**src/rtl/asdsel_defs.svh**
```systemverilog
// constants of the alert status and diagnostic select register bank
// Behaviour
// RULE_01: codes 0000-0110 pick ground, temperature, supplies, reference
// RULE_02: codes 0111-1101 pick rails, inputs, senses; 1110 ground
// RULE_03: slot 0 code 1111 measures external sink current
// RULE_04: slot 1 code 1111 measures external source current
// RULE_05: level register at 0x40, bit 0, resets zero
// RULE_06: compared input level passes programmable debounce first
// RULE_07: alert flags stay latched, cleared by writing one
// RULE_08: bit 14 latches analog open circuit
// RULE_09: bit 13 latches analog short circuit
// RULE_10: bits 12, 11 timeout latch, output disabled
// RULE_11: bits 10, 9 short, masked in tolerance period
// RULE_12: a flag records internal output thermal reset
// RULE_13: bits 7, 6 latch input open, short errors
// RULE_14: bit 5 latches converter error or saturation
// RULE_15: bit 4 latches die temperature at 115 C
// RULE_16: bit 3 latches power link busy or ack fault
// RULE_17: bit 2 latches serial clock count or CRC error
// RULE_18: supply bit follows any unmasked supply alert
// RULE_19: bit 0 resets one, latches reset event, unmasked
// RULE_20: writing zero, reserved or read-only bits changes nothing
// RULE_21: set beats clear in the same cycle
`ifndef ASDSEL_DEFS_SVH
`define ASDSEL_DEFS_SVH

// ==========================================================
// register map
`define ASD_ADDR_W          8
`define ASD_DATA_W          16
`define ASD_OFS_DIAG_SEL    8'h3C
`define ASD_OFS_DIN_LEVEL   8'h40
`define ASD_OFS_ALERT       8'h41
`define ASD_RST_DIAG_SEL    16'h0000
`define ASD_RST_DIN_LEVEL   16'h0000
`define ASD_RST_ALERT       16'h0001
`define ASD_ALERT_W1C_MASK  16'h7FFD

// ==========================================================
// alert flag positions
`define ASD_BIT_AN_OPEN     14
`define ASD_BIT_AN_SHORT    13
`define ASD_BIT_INT_TMO     12
`define ASD_BIT_EXT_TMO     11
`define ASD_BIT_INT_SHORT   10
`define ASD_BIT_EXT_SHORT   9
`define ASD_BIT_THERMAL     8
`define ASD_BIT_DI_OPEN     7
`define ASD_BIT_DI_SHORT    6
`define ASD_BIT_CONV_ERR    5
`define ASD_BIT_OVER_TEMP   4
`define ASD_BIT_POWER_LINK  3
`define ASD_BIT_SERIAL      2
`define ASD_BIT_SUPPLY      1
`define ASD_BIT_RESET       0

// ==========================================================
// diagnostic slot codes
`define ASD_SLOT_W          4
`define ASD_SRC_COUNT       14
`define ASD_CODE_GND_ALT    4'hE
`define ASD_CODE_CURRENT    4'hF
`define ASD_SRC_GND         0
`define ASD_SLOT0_LSB       0
`define ASD_SLOT1_LSB       4

`endif

```
**src/rtl/asdsel_pkg.sv**
```systemverilog
// types shared by the alert status and diagnostic select block
package asdsel_pkg;

    // ==========================================================
    // alert event inputs, one level per latched flag source
    typedef struct packed {
        logic analog_open;
        logic analog_short;
        logic int_timeout;
        logic ext_timeout;
        logic int_short;
        logic ext_short;
        logic thermal_trip;
        logic di_open;
        logic di_short;
        logic conv_err;
        logic over_temp;
        logic link_busy;
        logic link_ack;
        logic serial_err;
        logic reset_evt;
    } asdsel_evt_t;

    // ==========================================================
    // decoded routing of one diagnostic slot
    typedef struct packed {
        logic [13:0] voltage_sel;
        logic        current_sink;
        logic        current_source;
    } asdsel_route_t;

endpackage : asdsel_pkg

```
**src/rtl/asdsel_debounce.sv**
```systemverilog
// synchroniser and programmable debounce for the input comparator
`include "asdsel_defs.svh"
module asdsel_debounce #(
    parameter int CNT_W = 16                      // debounce counter width
) (
    input  wire logic             sys_clk,        // clock
    input  wire logic             srst,           // sync reset
    input  wire logic             ce,             // clock enable
    input  wire logic             comp_async,     // raw comparator level
    input  wire logic [CNT_W-1:0] debounce_limit, // stable cycles needed
    output logic                  level           // debounced level
);

    // ==========================================================
    // synchroniser: first stage feeds only the second
    logic             sync1_reg;
    logic             sync2_reg;
    logic [CNT_W-1:0] cnt_reg;
    logic             level_reg;

    wire logic             differs  = (sync2_reg != level_reg);
    wire logic             reached  = (cnt_reg >= debounce_limit);
    wire logic [CNT_W-1:0] cnt_next =
        differs ? (reached ? '0 : cnt_reg + 1'b1) : '0;

    always_ff @(posedge sys_clk) begin
        if (srst) begin
            sync1_reg <= 1'b0;
            sync2_reg <= 1'b0;
            cnt_reg   <= '0;
            level_reg <= 1'b0;
        end else if (ce) begin
            sync1_reg <= comp_async;
            sync2_reg <= sync1_reg;
            cnt_reg   <= cnt_next;
            // a glitch shorter than the limit restarts the count
            if (differs && reached) begin
                level_reg <= sync2_reg;                      // RULE_06
            end
        end
    end

    assign level = level_reg;
endmodule : asdsel_debounce

```
**src/rtl/asdsel_diag_route.sv**
```systemverilog
// decoder from a 4-bit slot source code to a one-hot routing word
`include "asdsel_defs.svh"
module asdsel_diag_route #(
    parameter bit SOURCING = 1'b0                 // 1: code 15 sources
) (
    input  wire logic [`ASD_SLOT_W-1:0] code,     // slot source code
    output asdsel_pkg::asdsel_route_t   route     // decoded routing
);

    // ==========================================================
    // decode
    wire logic is_current = (code == `ASD_CODE_CURRENT);
    wire logic is_gnd_alt = (code == `ASD_CODE_GND_ALT);

    genvar i;
    generate
        for (i = 0; i < `ASD_SRC_COUNT; i++) begin : g_src
            // code order equals source index; 1110 aliases ground
            if (i == `ASD_SRC_GND) begin : g_gnd
                assign route.voltage_sel[i] =
                    (code == `ASD_SLOT_W'(i)) || is_gnd_alt; // RULE_01 RULE_02
            end else begin : g_node
                assign route.voltage_sel[i] =
                    (code == `ASD_SLOT_W'(i));               // RULE_01 RULE_02
            end
        end
    endgenerate

    assign route.current_sink   = is_current && !SOURCING;   // RULE_03
    assign route.current_source = is_current && SOURCING;    // RULE_04

endmodule : asdsel_diag_route

```
**src/rtl/asdsel_top.sv**
```systemverilog
// alert status, input level and diagnostic select register bank
`include "asdsel_defs.svh"
module asdsel_top #(
    parameter int SUP_W = 8,                       // supply alert fields
    parameter int DEB_W = 16                       // debounce count width
) (
    input  wire logic                   sys_clk,        // 100 MHz clock
    input  wire logic                   srst,           // sync reset
    input  wire logic                   ce,             // clock enable
    // register port from the serial interface front end
    input  wire logic [`ASD_ADDR_W-1:0] reg_addr,       // register offset
    input  wire logic                   reg_wr,         // write strobe
    input  wire logic                   reg_rd,         // read strobe
    input  wire logic [`ASD_DATA_W-1:0] reg_wdata,      // write data
    output logic      [`ASD_DATA_W-1:0] reg_rdata,      // read data
    // event sources
    input  asdsel_pkg::asdsel_evt_t     evt,            // alert conditions
    input  wire logic                   short_tolerance_period, // start-up
    input  wire logic [SUP_W-1:0]       supply_status,  // supply alerts
    input  wire logic [SUP_W-1:0]       supply_mask,    // 1 masks a field
    // digital input path
    input  wire logic                   comp_async,     // raw comparator
    input  wire logic [DEB_W-1:0]       debounce_limit, // debounce cycles
    // outputs to the analog front end
    output asdsel_pkg::asdsel_route_t   slot0_route,    // slot 0 routing
    output asdsel_pkg::asdsel_route_t   slot1_route,    // slot 1 routing
    output logic                        int_output_disable, // int off
    output logic                        ext_output_disable  // ext off
);

    // ==========================================================
    // state
    logic [`ASD_DATA_W-1:0]    diag_sel_reg;
    logic [`ASD_DATA_W-1:0]    flags_reg;
    logic                      din_level_reg;
    logic [`ASD_DATA_W-1:0]    rdata_reg;
    asdsel_pkg::asdsel_route_t slot0_reg;
    asdsel_pkg::asdsel_route_t slot1_reg;
    logic                      int_dis_reg;
    logic                      ext_dis_reg;

    // ==========================================================
    // address decode
    wire logic hit_diag  = (reg_addr == `ASD_OFS_DIAG_SEL);
    wire logic hit_din   = (reg_addr == `ASD_OFS_DIN_LEVEL);
    wire logic hit_alert = (reg_addr == `ASD_OFS_ALERT);
    wire logic wr_diag   = reg_wr && hit_diag;
    wire logic wr_alert  = reg_wr && hit_alert;

    // ==========================================================
    // diagnostic slot selection
    wire logic [`ASD_SLOT_W-1:0] slot0_source_code =
        diag_sel_reg[`ASD_SLOT0_LSB +: `ASD_SLOT_W];
    wire logic [`ASD_SLOT_W-1:0] slot1_source_code =
        diag_sel_reg[`ASD_SLOT1_LSB +: `ASD_SLOT_W];
    asdsel_pkg::asdsel_route_t slot0_dec;
    asdsel_pkg::asdsel_route_t slot1_dec;

    asdsel_diag_route #(.SOURCING(1'b0)) u_slot0 (
        .code  (slot0_source_code),
        .route (slot0_dec)
    );

    asdsel_diag_route #(.SOURCING(1'b1)) u_slot1 (
        .code  (slot1_source_code),
        .route (slot1_dec)
    );

    // ==========================================================
    // digital input level
    logic din_debounced;

    asdsel_debounce #(.CNT_W(DEB_W)) u_deb (
        .sys_clk        (sys_clk),
        .srst           (srst),
        .ce             (ce),
        .comp_async     (comp_async),
        .debounce_limit (debounce_limit),
        .level          (din_debounced)
    );

    // ==========================================================
    // alert set sources
    logic [`ASD_DATA_W-1:0] set_vec;
    always_comb begin
        set_vec = '0;
        set_vec[`ASD_BIT_AN_OPEN]    = evt.analog_open;          // RULE_08
        set_vec[`ASD_BIT_AN_SHORT]   = evt.analog_short;         // RULE_09
        set_vec[`ASD_BIT_INT_TMO]    = evt.int_timeout;          // RULE_10
        set_vec[`ASD_BIT_EXT_TMO]    = evt.ext_timeout;          // RULE_10
        // shorts during the tolerance window are expected inrush
        set_vec[`ASD_BIT_INT_SHORT]  =
            evt.int_short && !short_tolerance_period;            // RULE_11
        set_vec[`ASD_BIT_EXT_SHORT]  =
            evt.ext_short && !short_tolerance_period;            // RULE_11
        set_vec[`ASD_BIT_THERMAL]    = evt.thermal_trip;         // RULE_12
        set_vec[`ASD_BIT_DI_OPEN]    = evt.di_open;              // RULE_13
        set_vec[`ASD_BIT_DI_SHORT]   = evt.di_short;             // RULE_13
        set_vec[`ASD_BIT_CONV_ERR]   = evt.conv_err;             // RULE_14
        set_vec[`ASD_BIT_OVER_TEMP]  = evt.over_temp;            // RULE_15
        set_vec[`ASD_BIT_POWER_LINK] = evt.link_busy || evt.link_ack; // RULE_16
        set_vec[`ASD_BIT_SERIAL]     = evt.serial_err;           // RULE_17
        set_vec[`ASD_BIT_RESET]      = evt.reset_evt;            // RULE_19
    end

    // ==========================================================
    // flag update: only ones in writable positions clear
    wire logic [`ASD_DATA_W-1:0] clr_vec =
        wr_alert ? (reg_wdata & `ASD_ALERT_W1C_MASK) : '0;       // RULE_20
    wire logic supply_any = |(supply_status & ~supply_mask);     // RULE_18
    logic [`ASD_DATA_W-1:0] flags_next;
    always_comb begin
        flags_next = ((flags_reg & ~clr_vec) | set_vec)
                     & `ASD_ALERT_W1C_MASK;                      // RULE_07 RULE_21
        flags_next[`ASD_BIT_SUPPLY] = supply_any;                // RULE_18
    end

    // ==========================================================
    // read mux; unmapped offsets read zero
    logic [`ASD_DATA_W-1:0] din_word;
    always_comb begin
        din_word    = `ASD_RST_DIN_LEVEL;
        din_word[0] = din_level_reg;                             // RULE_05
    end
    wire logic [`ASD_DATA_W-1:0] rd_mux =
        hit_diag  ? diag_sel_reg :
        hit_din   ? din_word :
        hit_alert ? flags_reg : '0;

    // ==========================================================
    // registers
    always_ff @(posedge sys_clk) begin
        if (srst) begin
            diag_sel_reg  <= `ASD_RST_DIAG_SEL;
            flags_reg     <= `ASD_RST_ALERT;                     // RULE_19
            din_level_reg <= 1'b0;                               // RULE_05
            rdata_reg     <= '0;
            slot0_reg     <= '0;
            slot1_reg     <= '0;
            int_dis_reg   <= 1'b0;
            ext_dis_reg   <= 1'b0;
        end else if (ce) begin
            if (wr_diag) begin
                diag_sel_reg <= reg_wdata;
            end
            flags_reg     <= flags_next;
            din_level_reg <= din_debounced;                      // RULE_06
            if (reg_rd) begin
                rdata_reg <= rd_mux;
            end
            slot0_reg     <= slot0_dec;                          // RULE_03
            slot1_reg     <= slot1_dec;                          // RULE_04
            // output stays off until software clears the timeout
            int_dis_reg   <= flags_next[`ASD_BIT_INT_TMO];       // RULE_10
            ext_dis_reg   <= flags_next[`ASD_BIT_EXT_TMO];       // RULE_10
        end
    end

    assign reg_rdata          = rdata_reg;
    assign slot0_route        = slot0_reg;
    assign slot1_route        = slot1_reg;
    assign int_output_disable = int_dis_reg;
    assign ext_output_disable = ext_dis_reg;
endmodule : asdsel_top

```
**config.mk**
```make
export PLATFORM = sky130hd
export DESIGN_NAME = asdsel_top
export DESIGN_NICKNAME = d
export VERILOG_FILES = /design/src/rtl/asdsel_pkg.sv /design/src/rtl/asdsel_debounce.sv /design/src/rtl/asdsel_diag_route.sv /design/src/rtl/asdsel_top.sv
export VERILOG_INCLUDE_DIRS = /design/src /design/src/rtl
export SDC_FILE = /design/constraint.sdc
export NUM_CORES = 1
export LEC_CHECK = 0
export BUFFER_PORTS_ARGS = -buffer_cell sky130_fd_sc_hd__clkbuf_2
export CORE_MARGIN = 2
export CORE_UTILIZATION = 53
export DETAILED_ROUTE_END_ITERATION = 10
export GPL_ROUTABILITY_DRIVEN = 0
export PLACE_DENSITY = 0.9
export SLEW_MARGIN = 40
export SYNTH_ARGS = -nofsm -noshare
export SYNTH_HDL_FRONTEND = slang
export SYNTH_HIERARCHICAL = 1
export SYNTH_SLANG_ARGS = --single-unit
```
**constraint.sdc**
```tcl
create_clock -name sys_clk -period 2.8 [get_ports sys_clk]
set_clock_uncertainty 0.1 [all_clocks]
set_input_delay 0 -clock sys_clk [delete_from_list [all_inputs] [get_ports sys_clk]]
set_output_delay 0 -clock sys_clk [all_outputs]
set_load 0.03 [all_outputs]
```
Word-level counts from Yosys, hierarchy flattened
Cells that the tools add are included.
- bits in writable memories: 0
- input bits: 78
- ROM bits: 0
- output and inout bits: 50
- memories: 0
- bits in registers: 99
- latch bits: 0
- logic and storage cells: 76
- reduce and logical (&&, ||, !) cells: 15
- equal/unequal tests: 34
- add/subtract/negate cells: 1
- shift operators: 0
- bitwise logic cells: 5
- mux-type cells: 6
- $lt $le $gt $ge: 1
- div/mod/pow operators: 0
- multipliers: 0
- operators by type and width (kind ; number):
    4-bit == test, second input constant ; 16
    16-bit two-way mux ; 3
    15-bit two-way mux ; 3
    4-bit by 3-bit == test with 1-bit output, second input constant ; 8
    16-bit by 1-bit adder with 16-bit output, second input constant ; 1
    4-bit by 2-bit == test with 1-bit output, second input constant ; 4
    8-bit by 7-bit == test with 1-bit output, second input constant ; 2
    16-bit greater-or-equal comparator ; 1
    15-bit AND ; 1
    15-bit NOT ; 1
    15-bit bitwise OR ; 1
    8-bit AND ; 1
    4-bit by 1-bit == test with 1-bit output, second input constant ; 2
    8-bit by 6-bit == test with 1-bit output, second input constant ; 1
    4-bit zero test ; 2
    8-bit NOT ; 1
    8-bit OR reduction ; 1
    2-bit AND reduction ; 3
    1-bit logical AND ; 5
    1-bit logical OR ; 3
    1-bit zero test ; 1
    1-bit != test ; 1

Logic depth before layout (Yosys ltp)
Gate-level depths: netlist of run 1.
- depth in word-level cells: 6
- gate-level depth with buffers: 8
- gate-level depth less buffers: 7

Cells and area by module
The synthesis of run 1 kept the hierarchy.
- by module, submodules not included (module ; area each (µm²) ; times used ; cells an instance):
    asdsel_top ; 3329.4 ; 1 ; 326
    asdsel_debounce ; 1485.2 ; 1 ; 181
    asdsel_diag_route ; 125.1 ; 2 ; 25

Worst setup path before layout of run 1
OpenSTA, ideal clock, no wires.
- kind: reg-to-reg
- start point: reg u_deb.cnt_reg[7]
- end point: reg u_deb.cnt_reg[11]
- cell stages (with the launch flop): 7
- arrival time: 1.843 ns
- data required time: 2.607 ns
- slack: 0.764 ns
- period minus slack after synthesis: 2.036 ns
- path buffers: 0
- cell sequence: dfxtp_1 > ha_1 > a211oi_2 > nand3_2 > a211oi_4 > nand3_4 > o311ai_2
- cells in the longest elaborated chain, start to end: 3
- ends and longest elaborated chain (item ; RTL line ; RTL):
    from (decl) ; asdsel_debounce.sv:18 ; logic [CNT_W-1:0] cnt_reg;
    from (signal assigned) ; asdsel_debounce.sv:35 ; cnt_reg <= cnt_next;
    16-bit by 1-bit adder with 16-bit output / 16-bit greater-or-equal comparator (equally long branches) ; asdsel_debounce.sv:24, asdsel_debounce.sv:22 ;
    16-bit two-way mux * (2 in series) ; asdsel_debounce.sv:24 ; differs ? (reached ? '0 : cnt_reg + 1'b1) : '0;
Mark *: on every way between the ends. The rest lies on a longest branch, timed or not.
A chain may end at the register's enable or synchronous reset.

Worst setup path in the final report of run 1
- start point: reg u_deb.cnt_reg[7]
- end point: reg u_deb.cnt_reg[14]
The elaborated chain is that of the path after synthesis.

==> run_results.csv, run 1 <==
group,metric,value,unit
worst_setup_path,path_cells,"ha_1, a211oi_2, nand3_2, a211oi_4, buf_4, a41oi_1, mux2i_1",
timing,fin_setup_tns,0,ns
placed_design,port_buffers,127,
pwr,p_leak,2.796,nW
cells_and_area,nNetsFinal,811,
yosys,yosys_warnings,6,
global_routing,grt_pass1_wl,23120,µm
die,die_h,101.8,µm
cells_and_area,fill_cells,689,
die,start_util,0.5481,
yosys,seq_area_frac_synth,0.3913,
clocking,clockRootBuffer,"clkbuf_8",
yosys,ys_ff_latch,99,
clocking,cts_tree,"built",
timing,setup_viol,0,
die,coreArea,0.009240,mm²
detailed_routing,drtPass1Iterations,5,
yosys,synthArstFlopShare,0,
worst_setup_path,path_max_fanout,10,
worst_setup_path,max_stage_delay,0.48,ns
timing,worst_slack,0.4044,ns
yosys,synthTopCellsByCount,"dfxtp_1 (99), nor2_1 (64), mux2i_1 (55)",
worst_setup_path,r2r_start,"u_deb/cnt_reg[7]",
yosys,synth-edff-count,0,
worst_setup_path,cp_slowest_cell,"a211oi_4",
detailed_routing,drt_first_iter_violations,248,
worst_setup_path,critPathLaunch,"u_deb/cnt_reg[7]",
clocking,ctsLongestPathBuffers,2,
clocking,path_clk_slew,0.10,ns
worst_setup_path,cp_data_arrival_time,2.58,ns
worst_setup_path,r2r_cells,7,
timing,clock.fmax,0.4174,GHz
yosys,synthCells,557,
die,die_area,0.01035,mm²
yosys,synthTopCellsByArea,"dfxtp_1 (39%), mux2i_1 (11%), nor2_1 (4.7%)",
pwr,ir_worst_vdd,0.2565,mV
detailed_routing,routed_via_density,5.784,
die,rows,35,
yosys,synth.distinct_cells,59,
detailed_routing,drt-total-wl,14460,µm
worst_hold_path,holdCritPathClass,"input pin to flop",
clocking,cts.sinks,99,
cells_and_area,final_layout_size_suffix_gt1_frac,0.2358,
global_routing,track_usage,0.2790,
global_routing,gr-total-overflow,0,
worst_setup_path,path_class,"flop to flop",
detailed_routing,ant_nets,0,
timing,finalHoldViolations,0,
placed_design,dp_hpwl,9597,µm
timing,period_share,0.8556,
yosys,syn_area,0.005065,mm²
timing,min_period,2.396,ns
clocking,hold_buffers,41,
timing,worst_pin_slew,0.8765,ns
worst_setup_path,reg2reg_slack,0.40,ns
clocking,numCtsBuffers,9,
die,die_width,101.8,µm
yosys,yosysMostFrequentCell,"dfxtp_1",
cells_and_area,area_delta_synth_final,25.47,%
global_routing,grt_pass1_vias,5007,
cells_and_area,num_antenna_cells,0,
clocking,h-tree-depth,3,
timing,rsz0062_at_grt,"no",
clocking,cts_resized,0,
die,pin_count,128,
pwr,p_per_area,414.1,mW/mm²
detailed_routing,remaining_drc_errors,0,
detailed_routing,via_count,4916,
outcome,status,"completed",
yosys,yosys.area.top_type,"dfxtp_1",
placed_design,dp_slack,0.4446,ns
run,drv_cap,0,
global_routing,antenna_found_initial,0,
yosys,avgSynthCellArea,9.093,µm²
yosys,dominantRegCellSynth,"dfxtp_1",
worst_setup_path,endpoint,"u_deb/cnt_reg[14]",
detailed_routing,wl_per_cell,17.01,µm
yosys,synth_fp_nets,652,
global_routing,grt_max_degree,41,
timing,finalMaxSlewViolations,0,
timing,slew_headroom,0.4113,
worst_setup_path,cp-end-kind,"flop",
worst_setup_path,start_kind,"flop",
clocking,insertion_delay,0.36,ns
yosys,synth_top_area_share,0.3913,
worst_setup_path,critical_path_required,2.98,ns
clocking,post_cts_buffers,0,
worst_setup_path,rr_endpoint,"u_deb/cnt_reg[14]",
## cell families after synthesis
group,share of synthesized area
xor gates and xnor gates,0.005189
other,0.001483
buffers and inverters,0.05929
and+or+nand+nor,0.2574
muxes,0.1087
adders and majority gates,0.04200
DFF,0.3913
AOI/OAI and AO/OA,0.1346
## area by class of cell
cell class | count | area [µm²] | area share
well taps | 129 | 161.4 | 0.02540
repair buffers | 178 | 1121 | 0.1764
clock buffers | 9 | 123.9 | 0.01949
clock inverters | 7 | 67.56 | 0.01063
inverters | 30 | 112.6 | 0.01772
flip-flops and latches | 99 | 1982 | 0.3119
multi-input cells | 398 | 2786 | 0.4385
## cell usage in the layout, fill, tap and decap left out, drive strengths merged, types with 4 or more instances in the layout
master       count
or4              5
dlygate4sd3     41
mux2i           55
o21ai           10
inv             34
a311oi          12
nand2b          24
a221o           15
ha              17
nand2           37
nor3            21
a31oi            4
buf             11
and2            14
nand3           16
clkbuf         135
a21oi           18
nor2            64
and3             7
or2b            21
nand4           13
o211ai           4
dfxtp           99
## layer usage
layer	vias to the layer above	global-route usage	part of all wire
li1	2304	-	-
met1	2292	0.3161	0.39
met2	258	0.4949	0.50
met3	62	0.04693	0.069
met4	0	0.1549	0.041
met5	-	0	0
## worst min-delay path by stage
stage,to,cells past startpoint,from
detailed placement,flags_reg[12],2,reg_wdata[12]
global route,reg_rdata[15],4,reg_addr[7]
global placement,flags_reg[13],2,reg_wdata[13]
finish,slot0_route[1],3,srst
floorplan,flags_reg[11],1,reg_wdata[11]
CTS,reg_rdata[15],4,reg_addr[1]
## worst max-delay path: cells and delay by family, from the launching register on
kind	cells	cell delay, ns
adders and majority gates	1	0.33
and+or+nand+nor	1	0.11
buffers and inverters	1	0.28
muxes	1	0.19
AOI/OAI and AO/OA	3	0.84
DFF	1	0.47
## per-stage QoR
| step | power, mW | hold WS [ns] | cell area, µm² | instances | utilization |
|---|---|---|---|---|---|
| 2_1_floorplan | 1.612 | 0.009817 | 5065 | 557 | - |
| 3_3_place_gp | 1.695 | 0.1072 | 5749 | 793 | 0.6222 |
| 3_5_place_dp | 1.709 | 0.1215 | 5753 | 793 | 0.6226 |
| 4_1_cts | 2.633 | 0.01273 | 6355 | 850 | 0.6877 |
| 5_1_grt | 2.734 | 0.02383 | 6355 | 850 | 0.6877 |
| 6_report | 2.632 | 0.02122 | 6355 | 850 | 0.6877 |
## report_power, final
| group | switching, mW | leakage (nW) | internal (mW) | total [mW] |
|---|---|---|---|---|
| Combinational | 0.154 | 1.90 | 0.143 | 0.296 |
| Sequential | 0.0144 | 0.802 | 1.43 | 1.44 |
| Clock | 0.544 | 0.0958 | 0.349 | 0.893 |
Power figures use the tool's default switching activity.
==> inputs of run 2 (changes only) <==
Settings changed: BUFFER_PORTS_ARGS -buffer_cell sky130_fd_sc_hd__clkbuf_2 to -buffer_cell sky130_fd_sc_hd__buf_2.
==> run 2 against run 1 <==
Against the previous run:
- power is 3.5% higher
- critical path depth fell by 1
- clock-buffer cell count unchanged
- wire length fell by 3.0%
- combinational power barely moved
- non-clock buffer count rose by 2
- critical endpoint is now flags_reg[3]
- first-iteration DRC count up 32%
- global-route usage down 1.1 points
- critical path type is now input pin to flop
- hold slack about the same
- sequential share of layout area decreased by 0.25 points
- clock power grew 11%
- register-to-register slack about the same
==> run_results.csv, run 2 (same netlist as run 1, synthesis figures left out) <==
group,metric,value,unit
global_routing,grt_pass1_vias,4663,
worst_setup_path,r2r_cells,7,
worst_setup_path,reg2reg_slack,0.39,ns
worst_setup_path,cp-end-kind,"flop",
timing,clock.fmax,0.4103,GHz
detailed_routing,ant_nets,0,
pwr,total_power,2.725,mW
cells_and_area,layout_common_cells,"buf_2 (127), dfxtp_1 (99), nor2_1 (64), mux2i_1 (55), dlygate4sd3_1 (44)",
timing,worst_slack,0.3629,ns
pwr,p_leak,2.848,nW
global_routing,grt_max_degree,68,
clocking,insertion_delay,0.36,ns
die,coreArea,0.009240,mm²
pwr,pwr-share-seq,0.529,
placed_design,dp_slack,0.4922,ns
worst_setup_path,critical_path_required,3.02,ns
worst_setup_path,critPathLaunch,"ce",
worst_setup_path,start_kind,"input pin",
timing,worst_pin_slew,0.8711,ns
die,die_h,101.8,µm
global_routing,gr-total-overflow,0,
worst_setup_path,path_max_fanout,46,
worst_hold_path,hp-start,"reg_addr[1]",
placed_design,dp.cells,791,
clocking,clockRootBuffer,"clkbuf_8",
placed_design,dp_hpwl,8911,µm
detailed_routing,wl_per_cell,16.44,µm
die,die_width,101.8,µm
clocking,numCtsBuffers,9,
pwr,ir_worst_vdd,0.2950,mV
worst_setup_path,r2r_start,"u_deb/cnt_reg[7]",
die,rows,35,
detailed_routing,routed_via_density,5.700,
worst_setup_path,crit_cells,6,
detailed_routing,drt-total-wl,14020,µm
worst_setup_path,max_stage_delay,0.67,ns
clocking,cts.sinks,99,
worst_setup_path,cp_slowest_cell,"buf_4",
pwr,p_int,2.010,mW
global_routing,antenna_found_initial,1,
cells_and_area,nNetsFinal,813,
global_routing,track_usage,0.2683,
timing,finalHoldViolations,0,
timing,fin_setup_tns,0,ns
cells_and_area,area_delta_synth_final,26.48,%
pwr,switchingPower,0.7149,mW
cells_and_area,fill_cells,721,
die,pin_count,128,
clocking,cts_resized,0,
worst_setup_path,critPathMostFrequentCell,"dlygate4sd3_1",
worst_setup_path,cp_data_arrival_time,2.65,ns
worst_setup_path,rr_endpoint,"u_deb/cnt_reg[2]",
worst_hold_path,holdCritPathClass,"input pin to flop",
clocking,path_clk_slew,0.11,ns
cells_and_area,layout_commonest_cell,"buf_2",
placed_design,port_buffers,127,
run,drv_cap,0,
clocking,h-tree-depth,3,
worst_setup_path,crit_family,"buffers and inverters",
timing,finalMaxSlewViolations,0,
worst_setup_path,crit_buf_inv,4,
detailed_routing,via_count,4862,
clocking,ctsLongestPathBuffers,2,
global_routing,grt_pass1_wl,21990,µm
timing,min_period,2.437,ns
timing,setup_viol,0,
pwr,p_sw_frac,0.2624,
cells_and_area,final_core_utilization,0.6933,
pwr,clkPwrFrac,0.362,
cells_and_area,finalNonFillerCells,853,
pwr,p_comb_frac,0.108,
detailed_routing,drt_first_iter_violations,327,
detailed_routing,remaining_drc_errors,0,
cells_and_area,final_layout_size_suffix_gt1_frac,0.2337,
worst_setup_path,path_class,"input pin to flop",
timing,rsz0062_at_grt,"no",
clocking,cts_tree,"built",
worst_setup_path,path_cells,"buf_2, buf_4, o21ai_0, dlygate4sd3_1, a21oi_1, dlygate4sd3_1",
clocking,post_cts_buffers,0,
pwr,p_per_area,425.4,mW/mm²
outcome,status,"completed",
timing,period_share,0.8704,
timing,slew_headroom,0.4171,
die,start_util,0.5481,
detailed_routing,drtPass1Iterations,5,
worst_setup_path,endpoint,"flags_reg[3]",
die,die_area,0.01035,mm²
## run 2: metrics by stage
step,area (µm²),hold WS [ns]
3_5_place_dp,5738,0.1134
6_report,6406,0.02159
4_1_cts,6396,0.006801
5_1_grt,6406,0.01177
3_3_place_gp,5734,0.1058
2_1_floorplan,5065,0.009817
## run 2: power groups by stage
| stage | Combinational [mW] | Sequential [mW] | Clock (mW) |
|---|---|---|---|
| 6_report | 0.295 | 1.44 | 0.988 |
| 5_1_grt | 0.319 | 1.44 | 1.05 |
| 4_1_cts | 0.281 | 1.44 | 0.999 |
| 3_5_place_dp | 0.231 | 1.47 | 0 |
| 3_3_place_gp | 0.221 | 1.47 | 0 |
| 2_1_floorplan | 0.130 | 1.48 | 0 |
## run 2: tightest hold or removal path: cells and delay by family
kind | cells | cell delay, ns
and+or+nand+nor | 2 | 0.27
buffers and inverters | 1 | 0.11
AOI/OAI and AO/OA | 1 | 0.06
## run 2: how the worst min path moves through the flow
stage	to	slack [ns]	cells past startpoint
after floorplan	flags_reg[11]	0.01	1
after global placement	flags_reg[13]	0.11	2
after detailed placement	flags_reg[13]	0.11	2
after CTS	reg_rdata[15]	0.007	4
after global routing	reg_rdata[15]	0.01	4
final	reg_rdata[15]	0.02	4
## run 2: final cells by class
class                   instances  area [µm²]  area share
repair buffers                180        1144      0.1785
clock buffers                   9       123.9     0.01934
inverters                      30       112.6     0.01758
flip-flops and latches         99        1982      0.3094
diodes                          1       2.502   0.0003906
multi-input cells             398        2786      0.4350
clock inverters                 7       93.84     0.01465
well taps                     129       161.4     0.02520
## run 2: per-layer routing
layer	global-route usage	share of wire
met5	0	0
met4	0.1393	0.046
met1	0.3263	0.40
met2	0.4514	0.49
met3	0.04969	0.058
## run 2: timing repair
item                                    in CTS  in global routing
hold buffers                                44                  0
endpoints found under the hold margin       33                  0
endpoints found under the setup margin       0                  0
==> inputs of run 3 (changes only) <==
Settings changed: CORE_MARGIN 2 to 3.
==> run 3 against run 2 <==
Against the previous run:
- wire length is essentially flat
- non-clock buffer count fell by 1
- critical endpoint is now flags_reg[1]
- largest cell class unchanged
- via count down 0.29%
- power is 1.2% higher
- clock-buffer cell count increased by 2
- sequential power about the same
- cell count decreased by 0.23%
- register-to-register slack about the same
- utilization shrank 0.39 points
- final area hardly changed
- combinational power hardly changed
==> run_results.csv, run 3 (same netlist as run 1, synthesis figures left out) <==
group,metric,value,unit
cells_and_area,final_area,0.006400,mm²
cells_and_area,final_layout_size_suffix_gt1_frac,0.2341,
global_routing,grt_pass1_vias,4829,
placed_design,dp_hpwl,9123,µm
clocking,h-tree-depth,3,
outcome,status,"completed",
die,coreArea,0.009284,mm²
die,die_area,0.01077,mm²
global_routing,gr-usage-met1,0.3108,
cells_and_area,nNetsFinal,812,
cells_and_area,fill_cells,693,
timing,clock.fmax,0.4007,GHz
global_routing,grt_pass1_wl,23230,µm
global_routing,met2_usage,0.4327,
placed_design,port_buffers,127,
cells_and_area,area_delta_synth_final,26.36,%
clocking,ctsLongestPathBuffers,2,
clocking,cts_resized,0,
timing,setup_viol,0,
die,die_width,103.8,µm
run,drv_cap,0,
worst_setup_path,rr_endpoint,"u_deb/cnt_reg[2]",
cells_and_area,num_antenna_cells,0,
timing,rsz0062_at_grt,"no",
detailed_routing,drt_first_iter_violations,356,
clocking,path_clk_slew,0.09,ns
timing,slew_headroom,0.4497,
die,start_util,0.5456,
timing,holdWs,0.04174,ns
clocking,cts_tree,"built",
worst_setup_path,cp_data_arrival_time,2.64,ns
cells_and_area,layout_common_cells,"buf_2 (127), dfxtp_1 (99), nor2_1 (64), mux2i_1 (55), dlygate4sd3_1 (42)",
placed_design,post_dp_cell_area,0.005746,mm²
worst_setup_path,max_stage_delay,0.58,ns
detailed_routing,wl_per_cell,16.49,µm
worst_setup_path,path_max_fanout,32,
global_routing,grt_max_degree,54,
detailed_routing,remaining_drc_errors,0,
worst_hold_path,hold_end,"flags_reg[3]",
worst_setup_path,critical_path_required,2.95,ns
worst_setup_path,r2r_start,"u_deb/cnt_reg[7]",
timing,worst_slack,0.3043,ns
worst_setup_path,critPathLaunch,"ce",
worst_setup_path,path_class,"input pin to flop",
worst_setup_path,cp_slowest_cell,"dlygate4sd3_1",
timing,period_share,0.8913,
clocking,numCtsBuffers,9,
global_routing,grt_use_met3,0.04611,
worst_setup_path,path_cells,"buf_2, buf_4, buf_4, a21boi_0, dlygate4sd3_1, a311oi_1, dlygate4sd3_1",
timing,min_period,2.496,ns
detailed_routing,drtPass1Iterations,5,
cells_and_area,multi_input_area,0.002786,mm²
worst_setup_path,r2r_cells,7,
detailed_routing,routed_via_density,5.697,
worst_hold_path,whs_path_depth,4,
clocking,post_cts_buffers,0,
global_routing,track_usage,0.2585,
cells_and_area,final_core_utilization,0.6894,
pwr,p_leak,2.845,nW
cells_and_area,area.sequential,0.001982,mm²
worst_setup_path,reg2reg_slack,0.39,ns
clocking,hold_buffers,42,
timing,worst_pin_slew,0.8210,ns
global_routing,antenna_found_initial,0,
pwr,ir_worst_vdd,0.2877,mV
die,pin_count,128,
cells_and_area,layout_commonest_cell,"buf_2",
global_routing,gr-total-overflow,0,
worst_setup_path,start_kind,"input pin",
clocking,clockRootBuffer,"clkbuf_8",
pwr,p_per_area,430.8,mW/mm²
worst_hold_path,hp-start,"reg_wr",
detailed_routing,ant_nets,0,
global_routing,gr-max-usage-layer,"met2",
detailed_routing,drt-total-wl,14040,µm
worst_hold_path,holdCritPathClass,"input pin to flop",
die,die_h,103.8,µm
timing,finalHoldViolations,0,
timing,fin_setup_tns,0,ns
worst_setup_path,cp-end-kind,"flop",
placed_design,dp_slack,0.4416,ns
clocking,cts.sinks,99,
die,rows,35,
detailed_routing,via_count,4848,
timing,finalMaxSlewViolations,0,
clocking,insertion_delay,0.36,ns
[run 3: power breakdown]
group / internal (mW) / switching [mW] / total [mW]
Clock: 0.533 / 0.489 / 1.02
Combinational: 0.142 / 0.150 / 0.292
Sequential: 1.43 / 0.0149 / 1.44
Total: 2.10 / 0.654 / 2.76
[run 3: metal layers]
metal / up-vias / wire [µm]
met4: 0 / 736
met3: 69 / 951
met5: - / 0
met2: 256 / 6847
met1: 2220 / 5500
li1: 2303 / -
[run 3: worst max-delay path: cells and delay by family]
family | cells | cell delay [ns]
buffers and inverters | 5 | 2.31
AO/OA/AOI/OAI | 2 | 0.31
[run 3: worst max path at each step]
stage | to | slack [ns] | cells past startpoint
2_1_floorplan | u_deb/cnt_reg[11] | 0.76 | 6
3_3_place_gp | u_deb/cnt_reg[7] | 0.59 | 6
3_5_place_dp | u_deb/cnt_reg[2] | 0.44 | 7
4_1_cts | flags_reg[1] | 0.36 | 7
5_1_grt | flags_reg[1] | 0.15 | 7
6_report | flags_reg[1] | 0.30 | 7
[run 3: layout make-up]
| type | instances | share of cell area |
|---|---|---|
| Clock buffer | 11 | 0.02209 |
| Clock inverter | 5 | 0.01329 |
| Inverter | 30 | 0.01760 |
| Multi-Input combinational cell | 398 | 0.4354 |
| Sequential cell | 99 | 0.3097 |
| Tap cell | 129 | 0.02522 |
| Timing Repair Buffer | 179 | 0.1767 |
[run 3: stage by stage]
step,instances,power (mW)
after floorplan,557,1.612
final,851,2.757
after CTS,850,2.769
after global placement,792,1.695
after global routing,851,2.867
after detailed placement,792,1.708
